<file path="config.mk">
export PLATFORM = sky130hd
export DESIGN_NAME = spp_top
export DESIGN_NICKNAME = d
export VERILOG_FILES = /design/src/spp_pkg.sv /design/src/spp_top.sv
export VERILOG_INCLUDE_DIRS = /design/src /design/src/src
export SDC_FILE = /design/constraint.sdc
export NUM_CORES = 1
export LEC_CHECK = 0
export ABC_AREA = 1
export ABC_CLOCK_PERIOD_IN_PS = 4090
export BUFFER_PORTS_ARGS = -buffer_cell sky130_fd_sc_hd__buf_2
export CAP_MARGIN = 30
export CORE_ASPECT_RATIO = 1.75
export CORE_MARGIN = 10
export CORE_UTILIZATION = 26
export CTS_BUF_LIST = sky130_fd_sc_hd__clkbuf_2
export DETAILED_ROUTE_END_ITERATION = 8
export RECOVER_POWER = 50
export SLEW_MARGIN = 20
export SYNTH_ARGS = -nofsm -noshare
export SYNTH_HDL_FRONTEND = slang
export SYNTH_SLANG_ARGS = --single-unit
</file>
<file path="constraint.sdc">
create_clock -name ref_clk_i -period 4.09 [get_ports ref_clk_i]
set_input_delay 0.6135 -clock ref_clk_i [delete_from_list [all_inputs] [get_ports ref_clk_i]]
set_output_delay 0.6135 -clock ref_clk_i [all_outputs]
set_load 0.005 [all_outputs]
</file>
<file path="src/spp_cfg.svh">
// Constants of the stepper pattern port: offsets, fields, reset values
`ifndef SPP_CFG_SVH
`define SPP_CFG_SVH

// ----------------------------------------------------------------
// Register indices (byte address is four times the index)
// ----------------------------------------------------------------
`define SPP_IDX_TSEL 10'h03A
`define SPP_IDX_CH0 10'h04C
`define SPP_IDX_CH1 10'h04D
`define SPP_IDX_CTRL 10'h04E
`define SPP_ADDR_W 12
`define SPP_IDX_LSB 2
`define SPP_WORD_OFS 2'h0

// ----------------------------------------------------------------
// Trigger select register fields
// ----------------------------------------------------------------
`define SPP_TSEL_DB 0
`define SPP_TSEL_SRC_BASE 2
`define SPP_TSEL_MASK 8'h8D
`define SPP_TSEL_RST 8'h00

// ----------------------------------------------------------------
// Control register fields, per channel nibble
// ----------------------------------------------------------------
`define SPP_CTL_NIB 4
`define SPP_CTL_TE 0
`define SPP_CTL_HALF 1
`define SPP_CTL_REV 2
`define SPP_CTL_WW 3
`define SPP_CTRL_RST 8'h00

// ----------------------------------------------------------------
// Channel register layout and reset values
// ----------------------------------------------------------------
`define SPP_NCH 2
`define SPP_LATCH_RST 4'h0
`define SPP_ALT_RST 4'h0
`define SPP_RDATA_RST 32'h0000_0000
`define SPP_PAD_W 24

`endif

</file>
<file path="src/spp_pkg.sv">
// Types shared by the stepper pattern port
package spp_pkg;

   // ----------------------------------------------------------------
   // Register select decoded from the bus address
   // ----------------------------------------------------------------
   typedef enum logic [2:0]
   {
      SPP_SEL_NONE,
      SPP_SEL_TSEL,
      SPP_SEL_CH0,
      SPP_SEL_CH1,
      SPP_SEL_CTRL
   } spp_sel_t;

   // ----------------------------------------------------------------
   // Complete state of the block
   // ----------------------------------------------------------------
   typedef struct packed
   {
      logic [7:0] tsel;
      logic [7:0] ctrl;
      logic [1:0][3:0] latch;
      logic [1:0][3:0] alt;
      logic [31:0] rdata;
   } spp_state_t;

endpackage

</file>
<file path="src/spp_top.sv">
// Two-channel stepper motor and bit pattern port with APB registers
//
// Operation
// [RULE1] Two independent 4-bit channels, identical except trigger sources.
// [RULE2] Channel zero triggers from timer pair zero/one, or wide timer.
// [RULE3] Channel one triggers from timer pair two/three, or wide timer.
// [RULE4] Trigger enable bit gates timer triggers per channel; resets to 0.
// [RULE5] Mode bit 0 means full step, 1 means half step or pattern.
// [RULE6] Direction bit 1 reverses the shift order of output bits.
// [RULE7] Write mode bit picks 8-bit or 4-bit channel writes; resets 0.
// [RULE8] Control register: channel one in bits 7..4, zero in 3..0.
// [RULE9] Software writes whole channel values, never read-modify-write.
// [RULE10] Pattern mode blocks latch writes; only alternate bits written.
// [RULE11] Pattern mode needs mode bit one and direction bit zero.
// [RULE12] Software refills alternate bits before the next trigger.
// [RULE13] Each pin carries pattern output only when selected per pin.
// [RULE14] Full step sequence uses only the upper four register bits.
// [RULE15] Each enabled trigger shifts the latch and drives the port.
// [RULE16] One or two adjacent ones give one or two phase; alt ignored.
// [RULE17] Half step shifts latch and alternate as interleaved 8-bit ring.
// [RULE18] Wide timer trigger occurs only on match with compare b.
// [RULE19] Without an enabled trigger the channel state holds.
// [RULE20] Each one-cycle trigger pulse advances exactly one step.
//
// Our own choice: the APB register port.
`timescale 1ns/10ps
`include "spp_cfg.svh"

module spp_top
(
   input wire logic ref_clk_i,
   input wire logic reset_n_i,
   input wire logic psel_i,
   input wire logic penable_i,
   input wire logic pwrite_i,
   input wire logic [11:0] paddr_i,
   input wire logic [31:0] pwdata_i,
   output logic pready_o,
   output logic [31:0] prdata_o,
   output logic pslverr_o,
   input wire logic tmr01_trig_i,
   input wire logic tmr23_trig_i,
   input wire logic wide_timer_compare_b_match_i,
   input wire logic [7:0] port_function_select_i,
   output logic [7:0] pattern_pin_o,
   output logic [7:0] pattern_pin_oe_o,
   output logic compare_double_buffer_enable_o
);

   // ----------------------------------------------------------------
   // State and its next value
   // ----------------------------------------------------------------
   spp_pkg::spp_state_t state_ff;
   spp_pkg::spp_state_t nxt_state;

   // Per-channel results of one shift step
   logic [1:0] chan_fire;
   logic [1:0][3:0] step_latch;
   logic [1:0][3:0] step_alt;

   // Bus decode
   spp_pkg::spp_sel_t bus_sel;
   logic bus_setup;
   logic bus_access;
   logic [9:0] bus_idx;
   logic [31:0] read_word;

   // ----------------------------------------------------------------
   // Bus decode
   // ----------------------------------------------------------------

   // Setup and access phases of an APB transfer
   assign bus_setup = psel_i & ~penable_i;
   assign bus_access = psel_i & penable_i;
   assign bus_idx = paddr_i[`SPP_ADDR_W-1:`SPP_IDX_LSB];

   // Map the word index onto a register
   always_comb
   begin
      bus_sel = spp_pkg::SPP_SEL_NONE;
      if (paddr_i[`SPP_IDX_LSB-1:0] == `SPP_WORD_OFS)
      begin
         case (bus_idx)
            `SPP_IDX_TSEL: bus_sel = spp_pkg::SPP_SEL_TSEL;
            `SPP_IDX_CH0: bus_sel = spp_pkg::SPP_SEL_CH0;
            `SPP_IDX_CH1: bus_sel = spp_pkg::SPP_SEL_CH1;
            `SPP_IDX_CTRL: bus_sel = spp_pkg::SPP_SEL_CTRL;
            default: bus_sel = spp_pkg::SPP_SEL_NONE;
         endcase
      end
   end

   // Read data for the addressed register, upper bits zero
   always_comb
   begin
      case (bus_sel)
         spp_pkg::SPP_SEL_TSEL:
         begin
            read_word = {{`SPP_PAD_W{1'b0}}, state_ff.tsel};
         end
         spp_pkg::SPP_SEL_CH0:
         begin
            read_word = {{`SPP_PAD_W{1'b0}},
                         state_ff.latch[0], state_ff.alt[0]};
         end
         spp_pkg::SPP_SEL_CH1:
         begin
            read_word = {{`SPP_PAD_W{1'b0}},
                         state_ff.latch[1], state_ff.alt[1]};
         end
         spp_pkg::SPP_SEL_CTRL:
         begin
            read_word = {{`SPP_PAD_W{1'b0}}, state_ff.ctrl};
         end
         default:
         begin
            read_word = `SPP_RDATA_RST;
         end
      endcase
   end

   // ----------------------------------------------------------------
   // Per-channel trigger and shift step
   // ----------------------------------------------------------------
   genvar g;
   generate
      for (g = 0; g < `SPP_NCH; g = g + 1)
      begin : g_chan
         logic eight_bit_trig;
         logic src_wide;
         logic trig_raw;
         logic trig_en;
         logic half;
         logic rev;
         logic [3:0] l;
         logic [3:0] a;
         logic [7:0] ring;
         logic [7:0] ring_nxt;
         logic [3:0] sh_latch;
         logic [3:0] sh_alt;

         // Channel zero uses timers 0/1, channel one timers 2/3
         if (g == 0)
         begin : g_src0
            assign eight_bit_trig = tmr01_trig_i; // RULE2
         end
         else
         begin : g_src1
            assign eight_bit_trig = tmr23_trig_i; // RULE3
         end

         // Source select and enable gate
         assign src_wide = state_ff.tsel[`SPP_TSEL_SRC_BASE + g];
         assign trig_raw = src_wide ? wide_timer_compare_b_match_i // RULE18
                                    : eight_bit_trig; // RULE2 RULE3
         assign trig_en = state_ff.ctrl[g*`SPP_CTL_NIB + `SPP_CTL_TE];
         assign chan_fire[g] = trig_raw & trig_en; // RULE4 RULE20
         assign half = state_ff.ctrl[g*`SPP_CTL_NIB + `SPP_CTL_HALF];
         assign rev = state_ff.ctrl[g*`SPP_CTL_NIB + `SPP_CTL_REV];
         assign l = state_ff.latch[g];
         assign a = state_ff.alt[g];

         // Interleaved ring, latch bit above its alternate bit
         assign ring = {l[3], a[3], l[2], a[2],
                        l[1], a[1], l[0], a[0]}; // RULE17
         assign ring_nxt = rev ? {ring[0], ring[7:1]}
                               : {ring[6:0], ring[7]}; // RULE6 RULE17

         // Full step rotates the latch alone; half step the ring
         always_comb
         begin
            if (half) // RULE5
            begin
               sh_latch = {ring_nxt[7], ring_nxt[5],
                           ring_nxt[3], ring_nxt[1]};
               sh_alt = {ring_nxt[6], ring_nxt[4],
                         ring_nxt[2], ring_nxt[0]};
            end
            else
            begin
               sh_latch = rev ? {l[0], l[3:1]} // RULE6
                              : {l[2:0], l[3]}; // RULE14 RULE16
               sh_alt = a; // RULE16
            end
         end

         // One driver per channel slice of the step results
         assign step_latch[g] = sh_latch;
         assign step_alt[g] = sh_alt;
      end
   endgenerate

   // ----------------------------------------------------------------
   // Next state
   // ----------------------------------------------------------------

   // Shift on triggers, then apply a bus write over it
   always_comb
   begin
      nxt_state = state_ff;

      // Advance each fired channel by one step, else hold
      for (int c = 0; c < `SPP_NCH; c++)
      begin
         if (chan_fire[c]) // RULE15 RULE1
         begin
            nxt_state.latch[c] = step_latch[c];
            nxt_state.alt[c] = step_alt[c];
         end
         else
         begin
            nxt_state.latch[c] = state_ff.latch[c]; // RULE19
            nxt_state.alt[c] = state_ff.alt[c]; // RULE19
         end
      end

      // Register writes take effect in the access phase
      if (bus_access && pwrite_i)
      begin
         case (bus_sel)
            spp_pkg::SPP_SEL_TSEL:
            begin
               nxt_state.tsel = pwdata_i[7:0] & `SPP_TSEL_MASK;
            end
            spp_pkg::SPP_SEL_CTRL:
            begin
               nxt_state.ctrl = pwdata_i[7:0]; // RULE8
            end
            spp_pkg::SPP_SEL_CH0:
            begin
               nxt_state.alt[0] = pwdata_i[3:0];
               if (!state_ff.ctrl[`SPP_CTL_WW]) // RULE7 RULE10
               begin
                  nxt_state.latch[0] = pwdata_i[7:4];
               end
            end
            spp_pkg::SPP_SEL_CH1:
            begin
               nxt_state.alt[1] = pwdata_i[3:0];
               if (!state_ff.ctrl[`SPP_CTL_NIB + `SPP_CTL_WW]) // RULE7
               begin
                  nxt_state.latch[1] = pwdata_i[7:4]; // RULE10
               end
            end
            default:
            begin
               nxt_state.tsel = state_ff.tsel;
            end
         endcase
      end

      // Read data is captured in the setup phase
      if (bus_setup && !pwrite_i)
      begin
         nxt_state.rdata = read_word;
      end
   end

   // ----------------------------------------------------------------
   // State register
   // ----------------------------------------------------------------

   // All state resets to constants
   always_ff @(posedge ref_clk_i or negedge reset_n_i)
   begin
      if (!reset_n_i)
      begin
         state_ff.tsel <= `SPP_TSEL_RST;
         state_ff.ctrl <= `SPP_CTRL_RST; // RULE4 RULE7 RULE8
         state_ff.latch <= {`SPP_NCH{`SPP_LATCH_RST}};
         state_ff.alt <= {`SPP_NCH{`SPP_ALT_RST}};
         state_ff.rdata <= `SPP_RDATA_RST;
      end
      else
      begin
         state_ff <= nxt_state;
      end
   end

   // ----------------------------------------------------------------
   // Outputs
   // ----------------------------------------------------------------

   // Zero-wait answer; error on unmapped address
   assign pready_o = 1'b1;
   assign pslverr_o = bus_access & (bus_sel == spp_pkg::SPP_SEL_NONE);
   assign prdata_o = state_ff.rdata;

   // Output latches drive the pins, enabled pin by pin
   assign pattern_pin_o = {state_ff.latch[1], state_ff.latch[0]}; // RULE15
   assign pattern_pin_oe_o = port_function_select_i; // RULE13

   // Double buffer enable for the wide timer compare
   assign compare_double_buffer_enable_o = state_ff.tsel[`SPP_TSEL_DB];

endmodule

</file>
==> flow_summary.ini, run 1 <==
[route]
drc = 0
first_iter_violations = 170
wl_per_cell_um = 13.99
ant_nets = 0
vias = 2459
vias_per_cell = 4.520
finalWirelength_um = 7611
drt_pre_antenna_iters = 5

[sta]
holdWs_ns = 0.4724
final_hold_viol_count = 0
final-setup-viol-count = 0
maxSlewViolCount = 37
clock_skew_ns = 0.01303
fmaxAchievable_mhz = 422.1
worst_slack_ns = 1.721
rsz0062_at_grt = false
period_share_pct = 57.92
min_period_ns = 2.369
worst_pin_slew_ns = 1.956
slew_headroom_pct = -30.42
tns_ns = 0

[clock_tree]
cts_tree = done
clockBufferDepth = 2
path_clk_slew_ns = 0.18
root_buffer = clkbuf_2
post-cts-setup-buffers = 0
clock_latency_ns = 0.38
numCtsBuffers = 5
postCtsHoldBufs = 0
clock_sinks = 36
cts_resized = 0
ctsHtreeMaxLevel = 2

[worst_setup_path]
cp_data_required_time_ns = 3.48
slowest_delay_ns = 0.42
startpoint = paddr_i[0]
worst_setup_path_end_kind = output pin
path_cells = buf_2 > inv_1 > nand2_1 > nor2_1 > o21ai_1 > nand3_1 > a21oi_1 > buf_2
crit_path_frequent_cell = buf_2
reg2reg_depth = 5
worstSetupPathType = in -> out
crit_arrival_ns = 1.76
r2r-start = g_chan[0].half
cp-start-kind = primary input
cp_slowest_cell = o21ai_1
critPathMaxFanout = 6

[yosys]
synth_edf_count = 0
ys_types = 32
synth_top_family_by_area = simple AND/OR/NAND/NOR gates
synth.area.mux_share_pct = 1.592
syn_area_per_cell_um2 = 7.183
yosys.area_share.adder_pct = 0
synth_area_leaders = dfrtp_1, buf_4, nand2_1
synth-seq-area-share_pct = 31.83
yosysTopAreaCell = dfrtp_1
yosys.area_share.xor_xnor_pct = 0
synth_compound_area_share_pct = 16.40
yosysMostFrequentCell = nand2_1
ys_async_sr_fraction_pct = 100.0
synth_top_area_share_pct = 31.83
synthFlopType = dfrtp_1
synth-simple-area-share_pct = 28.25
syn_area_um2 = 2830
ys_ff_latch = 36
ys_warn_count = 0
synthTopCellsByCount = nand2_1, buf_4, inv_1, o21ai_0, dfrtp_1
synth_cells = 394

[worst_hold_path]
min_path_type = in -> reg
min_path_cells = 3
hp-start = pwdata_i[0]

[floorplan]
core_area_um2 = 10700
io_pins = 111
die_height_um = 158.0
start_util_pct = 26.46
die_w_um = 98.87
dieArea_um2 = 15620
rows = 50

[placed_design]
placedCellCount = 536
port-buffer-count = 45
gp_congestion = 0.8830
place_hpwl_um = 6206
pre_cts_slack_ns = 1.712

[final_layout]
n_fill_cell = 1171
layout.cells.non_filler = 544
drive_above_1_share_pct = 19.08
area_growth_pct = 3.316
nNetsFinal = 473
diodes = 0

[grt]
grt_max_degree = 37
grt_pass1_wl_um = 12200
antenna_found_initial = 0
grt.overflow.total = 0
grt_use_total_pct = 9.483
grt_pass1_vias = 2466

[pwr]
p_leak_nw = 1.499
ir_drop_v = 0.0001030
powerDensity_nw_per_um2 = 205.1
p_switching_w = 0.0001717
pwr-share-comb_pct = 11.8
p_int_w = 0.0004280
p_sw_share_pct = 28.64
power.share.clock_pct = 27.1
power_frac_seq_pct = 61.1

[run]
cap_violations = 1

[status]
status = finished, violations left
violations = capacitance limit, slew limit
## stage by stage
| stage | power [W] | util [%] | area [um^2] |
|---|---|---|---|
| after floorplan | 0.0004321 | - | 2917 |
| after global placement | 0.0004423 | 27.03 | 2892 |
| after detailed placement | 0.0004440 | 27.03 | 2892 |
| after CTS | 0.0006049 | 27.39 | 2930 |
| after global routing | 0.0006352 | 27.33 | 2924 |
| final | 0.0005997 | 27.33 | 2924 |
## layout make-up
| class | count | area [um^2] | area share, % |
|---|---|---|---|
| clock buffer | 7 | 35.03 | 1.198 |
| clock inverter | 1 | 3.754 | 0.1284 |
| inverter | 53 | 200.2 | 6.846 |
| multi-input combinational | 272 | 1403 | 47.97 |
| sequential | 36 | 900.9 | 30.81 |
| tap | 130 | 162.7 | 5.563 |
| timing repair buffer | 45 | 219.0 | 7.488 |
## state kept, by name (all words and copies together), names as in the netlist, 2 cells and up
| register | flops |
|---|---|
| g_chan.a | 8 |
| g_chan.l | 8 |
| prdata_o | 8 |
| state_ff | 3 |
| g_chan.half | 2 |
| g_chan.rev | 2 |
| g_chan.src_wide | 2 |
| g_chan.trig_en | 2 |
## power groups by stage
stage	logic, W	registers [W]	clock network (W)
6_report	0.0000708	0.000366	0.000163
5_1_grt	0.0000832	0.000367	0.000185
4_1_cts	0.0000713	0.000367	0.000167
3_5_place_dp	0.0000710	0.000373	0
3_3_place_gp	0.0000695	0.000373	0
2_1_floorplan	0.0000623	0.000370	0
## worst max-delay path, delay by kind of cell
family                 cells  cell delay, ns
and+or+nand+nor            3            0.36
AOI/OAI and AO/OA          2            0.55
buffers and inverters      3            0.23
## kinds of logic (layout without fill, tap and decap cells)
| kind of cell | Yosys count | in the layout |
|---|---|---|
| buffers and inverters | 109 | 106 |
| other | 2 | 25 |
| multiplexers | 3 | 3 |
| AND/OR/NAND/NOR | 160 | 160 |
| flip-flops | 36 | 36 |
| AO/OA/AOI/OAI | 84 | 84 |
## final timing paths
kind                                       end  slack, ns
worst max-delay path                 pslverr_o       1.72
worst min-delay path            g_chan[1].a[0]       0.47
worst max register to register  g_chan[0].a[3]       2.46
worst min register to register     prdata_o[7]       0.50
max in group asynchronous       g_chan[0].a[3]       2.23
min in group asynchronous          prdata_o[1]       0.75
## placed cells by master (no fill, tap or decap), types with 5 or more instances in the layout
cell / n
nand2_1: 99
inv_1: 48
o21ai_0: 42
buf_2: 40
dfrtp_1: 36
conb_1: 25
a21oi_1: 24
nor2_1: 20
nand4_1: 12
o211ai_1: 7
nand3_1: 7
clkbuf_2: 7
o21ai_1: 5
o21ai_2: 5
clkbuf_1: 5
## routing by layer
layer	share of wire [%]	vias up	GRT usage, %
met5	0	-	0
met4	1.2	0	2.673
met2	54	93	17.96
li1	-	1237	-
met1	37	1119	9.604
met3	7.7	10	2.924
Power figures use the tool's default switching activity.
==> run 2: changes to the inputs <==
Settings changed: ABC_CLOCK_PERIOD_IN_PS 4090 to 2350.
Clock period 4.09 ns to 2.35 ns, I/O delays scaled along.
==> run 2 against run 1 <==
Compared with the run above: the flow still finishes with violations (capacitance limit, slew limit); count of clock-buffer cells in the layout fell by 2; critical path depth did not move; combinational power rose by 72%; non-clock buffer count increased by 3; sequential power grew 74%; worst setup slack worse by 1.3 ns; routed wire length grew 0.25%; clock skew is 0.0031 ns higher; clock power increased by 58%; sequential share of layout area is essentially flat; cell area about the same; critical path type is now in -> reg; critical endpoint is now g_chan[1].half.
==> flow_summary.ini, run 2 (synthesis gave the netlist of run 1 again) <==
[final_layout]
multi_input_comb_area_um2 = 1384
regArea_um2 = 900.9
drive_above_1_share_pct = 19.23
diodes = 0
n_fill_cell = 1208
layout_commonest_cell = nand2_1
nNetsFinal = 476
layout_common_cells = nand2_1, inv_1, buf_2, o21ai_0, dfrtp_1
area_growth_pct = 3.360

[pwr]
ir_drop_v = 0.0001678
p_leak_nw = 1.512
powerDensity_nw_per_um2 = 347.3
power_w = 0.001016

[worst_setup_path]
worstSetupPathType = in -> reg
crit_path_frequent_cell = nand2_4
slowest_delay_ns = 0.59
crit_family = simple AND/OR/NAND/NOR gates
worst_setup_path_end_kind = register
path_cells = buf_2 > inv_1 > nand2_1 > nor2_1 > nand2_4 > nor3_1 > nand2_4 > mux2_4
cp-start-kind = primary input
path_buf_inv = 2
critPathMaxFanout = 13
cp_slowest_cell = nor3_1
cp_data_required_time_ns = 2.62
crit_arrival_ns = 2.15

[clock_tree]
root_buffer = clkbuf_2
numCtsBuffers = 5
clock_sinks = 36
clockBufferDepth = 2
cts_tree = done
postCtsHoldBufs = 0
path_clk_slew_ns = 0.17
clock_latency_ns = 0.38
post-cts-setup-buffers = 0
cts_resized = 0
ctsHtreeMaxLevel = 2

[status]
violations = capacitance limit, slew limit
status = finished, violations left

[route]
drt_pre_antenna_iters = 4
vias_per_cell = 4.527
finalWirelength_um = 7630
first_iter_violations = 166
ant_nets = 0
vias = 2472
drc = 0
wl_per_cell_um = 13.97

[placed_design]
port-buffer-count = 45
gp_congestion = 0.8354
pre_cts_slack_ns = 0.4973
place_hpwl_um = 6307

[grt]
antenna_found_initial = 0
grt_pass1_vias = 2469
grt.overflow.total = 0
grt_max_degree = 37
grt_pass1_wl_um = 12220
grt_use_total_pct = 9.515

[floorplan]
core_area_um2 = 10700
io_pins = 111
rows = 50
die_height_um = 158.0
dieArea_um2 = 15620
die_w_um = 98.87
start_util_pct = 26.46

[sta]
final_hold_viol_count = 0
period_share_pct = 80.17
slew_headroom_pct = -32.84
maxSlewViolCount = 37
tns_ns = 0
clock_skew_ns = 0.01611
worst_pin_slew_ns = 1.993
final-setup-viol-count = 0
fmaxAchievable_mhz = 530.8
worst_slack_ns = 0.4660
rsz0062_at_grt = false
min_period_ns = 1.884

[run]
cap_violations = 1

[worst_hold_path]
min_path_type = in -> reg
==> run 2: cell count changes in the layout (fill, tap and decap cells not counted), sizes merged <==
cell,delta
clkinv,+1
buf,+6
clkbuf,-5
==> run 2: cell type report <==
| class | instances | area share [%] |
|---|---|---|
| multi-input combinational | 272 | 47.31 |
| sequential | 36 | 30.80 |
| timing repair buffer | 48 | 8.383 |
| inverter | 53 | 6.843 |
| tap | 130 | 5.560 |
| clock buffer | 5 | 0.8554 |
| clock inverter | 2 | 0.2566 |
==> run 2: path summary, 6_finish.rpt <==
kind                                startpoint              to  slack, ns  cells after the start
worst max-delay path                paddr_i[9]  g_chan[1].half       0.47                      8
worst min-delay path               pwdata_i[3]  g_chan[1].a[3]       0.22                      3
worst max register to register  g_chan[0].half  g_chan[0].a[3]       0.72                      5
worst min register to register     prdata_o[0]     prdata_o[0]       0.50                      2
max in group asynchronous            reset_n_i  g_chan[0].l[1]       0.70                      1
min in group asynchronous            reset_n_i     prdata_o[1]       0.51                      1
==> run 2: routing by layer <==
| metal | vias to the layer above | wire, um | track usage (%) |
|---|---|---|---|
| met1 | 1135 | 2910 | 9.672 |
| met3 | 11 | 550 | 2.663 |
| met4 | 0 | 141 | 3.016 |
| met2 | 85 | 4028 | 18.03 |
| met5 | - | 0 | 0 |
| li1 | 1241 | - | - |
==> run 2: where the power goes <==
group	switching (W)	internal (W)	total [W]	leakage, nW
clock network	0.000195	0.0000614	0.000257	0.0239
logic	0.0000841	0.0000375	0.000122	1.03
registers	0.0000104	0.000627	0.000638	0.458
==> run 2: per-stage QoR <==
| stage | utilization [%] | std cells | hold slack (ns) | instance area [um^2] |
|---|---|---|---|---|
| 4_1_cts | 27.54 | 546 | 0.05551 | 2947 |
| 5_1_grt | 27.35 | 546 | 0.2286 | 2925 |
| 3_3_place_gp | 27.24 | 539 | 0.4647 | 2914 |
| 2_1_floorplan | - | 417 | 0.05691 | 2917 |
| 6_report | 27.35 | 546 | 0.2240 | 2925 |
| 3_5_place_dp | 27.24 | 539 | 0.4608 | 2914 |
==> run 2: worst reg2reg max path: stages (launching register included) <==
cell and delay, ns:
dfrtp_1 0.43, clkinv_1 0.28, nor4_4 0.49, o21ai_0 0.18
nand2_1 0.09, o21ai_0 0.08
==> run 3: changes to the inputs <==
Settings changed: ABC_CLOCK_PERIOD_IN_PS 2350 to 1740.
Clock period 2.35 ns to 1.74 ns, I/O delays scaled along.
==> run 3 against run 2 <==
Compared with the run above: the flow now finishes without violations; worst setup slack worse by 0.32 ns; die area unchanged; highest routed layer unchanged; core utilization is 0.67 points higher; count of clock-buffer cells in the layout stayed put; routed wire length increased by 1.3%.
==> flow_summary.ini, run 3 (synthesis gave the netlist of run 1 again) <==
[status]
status = finished clean

[pwr]
power.share.clock_pct = 25.8
pwr-share-comb_pct = 12.3
ir_drop_v = 0.0002372
p_switching_w = 0.0004059
p_sw_share_pct = 29.16
p_leak_nw = 1.560
power_frac_seq_pct = 61.9
p_int_w = 0.0009858
powerDensity_nw_per_um2 = 464.4

[worst_setup_path]
crit_arrival_ns = 1.88
reg2reg_setup_slack_ns = 0.20
crit_end = state_ff[55]
worstSetupPathType = in -> reg
r2r-start = g_chan[0].trig_en
r2r_end = g_chan[0].l[3]
worst_setup_path_end_kind = register
startpoint = paddr_i[9]
reg2reg_depth = 7
cp-start-kind = primary input
cp_data_required_time_ns = 2.03
critPathMaxFanout = 10

[route]
vias_per_cell = 4.523
ant_nets = 0
drc = 0
drt_pre_antenna_iters = 4
vias = 2515
wl_per_cell_um = 13.90
finalWirelength_um = 7731
first_iter_violations = 193

[clock_tree]
clock_sinks = 36
cts_tree = done
path_clk_slew_ns = 0.17
clockBufferDepth = 2
post-cts-setup-buffers = 0
postCtsHoldBufs = 1
root_buffer = clkbuf_2
numCtsBuffers = 5
ctsHtreeMaxLevel = 2
cts_resized = 0
clock_latency_ns = 0.39

[floorplan]
die_height_um = 158.0
io_pins = 111
rows = 50
start_util_pct = 26.46
die_w_um = 98.87
dieArea_um2 = 15620
core_area_um2 = 10700

[grt]
grt_pass1_wl_um = 12320
grt_use_total_pct = 9.659
antenna_found_initial = 0
grt_pass1_vias = 2590
grt_max_degree = 37
grt.overflow.total = 0

[sta]
rsz0062_at_grt = false
worst_pin_slew_ns = 0.9201
period_share_pct = 91.63
slew_headroom_pct = 38.66
min_period_ns = 1.594
final-setup-viol-count = 0
clock_skew_ns = 0.01124
maxSlewViolCount = 0
holdWs_ns = 0.1117
tns_ns = 0
final_hold_viol_count = 0
fmaxAchievable_mhz = 627.2
worst_slack_ns = 0.1457

[placed_design]
port-buffer-count = 45
pre_cts_slack_ns = 0.06368
place_hpwl_um = 6422
gp_congestion = 0.8484

[final_layout]
layout_commonest_cell = nand2_1
fin_util_pct = 28.01
nNetsFinal = 486
drive_above_1_share_pct = 21.36
n_fill_cell = 1194
multi_input_comb_area_um2 = 1380
regArea_um2 = 900.9
diodes = 0
layout_common_cells = nand2_1, inv_1, buf_2, o21ai_0, dfrtp_1
area_growth_pct = 5.880

[run]
cap_violations = 0

[worst_hold_path]
min_path_type = in -> reg
min_path_cells = 3
-- run 3: how the worst min path moves through the flow --
stage | from | endpoint | slack, ns
global route | pwdata_i[2] | g_chan[1].a[2] | 0.1
CTS | pwdata_i[1] | g_chan[1].a[1] | 0.1
global placement | reset_n_i | g_chan[1].l[2] | 0.33
floorplan | reset_n_i | compare_double_buffer_enable_o | -0.03
finish | pwdata_i[1] | g_chan[1].a[1] | 0.11
detailed placement | reset_n_i | g_chan[1].l[2] | 0.34
-- run 3: layout make-up --
type                            count  area share, %
Inverter                           53          6.681
Sequential cell                    36          30.06
Clock buffer                        5         0.8351
Timing Repair Buffer               58          10.69
Multi-Input combinational cell    272          46.05
Tap cell                          130          5.428
Clock inverter                      2         0.2505
-- run 3: power groups by stage --
stage	Sequential (W)	Clock [W]	Combinational (W)
3_3_place_gp	0.000877	0	0.000169
5_1_grt	0.000863	0.000406	0.000200
4_1_cts	0.000862	0.000375	0.000176
6_report	0.000862	0.000359	0.000171
3_5_place_dp	0.000877	0	0.000173
2_1_floorplan	0.000869	0	0.000147
-- run 3: through the flow --
stage / instances / power [W] / area (um^2)
after floorplan: 417 / 0.001016 / 2917
after global placement: 548 / 0.001047 / 2982
after detailed placement: 548 / 0.001051 / 2982
after CTS: 556 / 0.001413 / 3024
after global routing: 556 / 0.001469 / 2997
final: 556 / 0.001392 / 2997
-- run 3: worst max-delay path, stage by stage --
cell,delay [ns]
buf_2,0.11
inv_2,0.05
nand2_1,0.04
nor2_1,0.24
nand2_4,0.09
nor3_1,0.56
nand2_4,0.14
buf_2,0.25
nand2_1,0.10
o21ai_2,0.05
-- run 3: layer usage --
metal  GRT usage (%)  up-vias  wire [um]
li1                -     1262          -
met5               0        -          0
met2           18.21       87       4070
met1           9.723     1151       3030
met4           4.249        0        208
met3           2.226       15        422
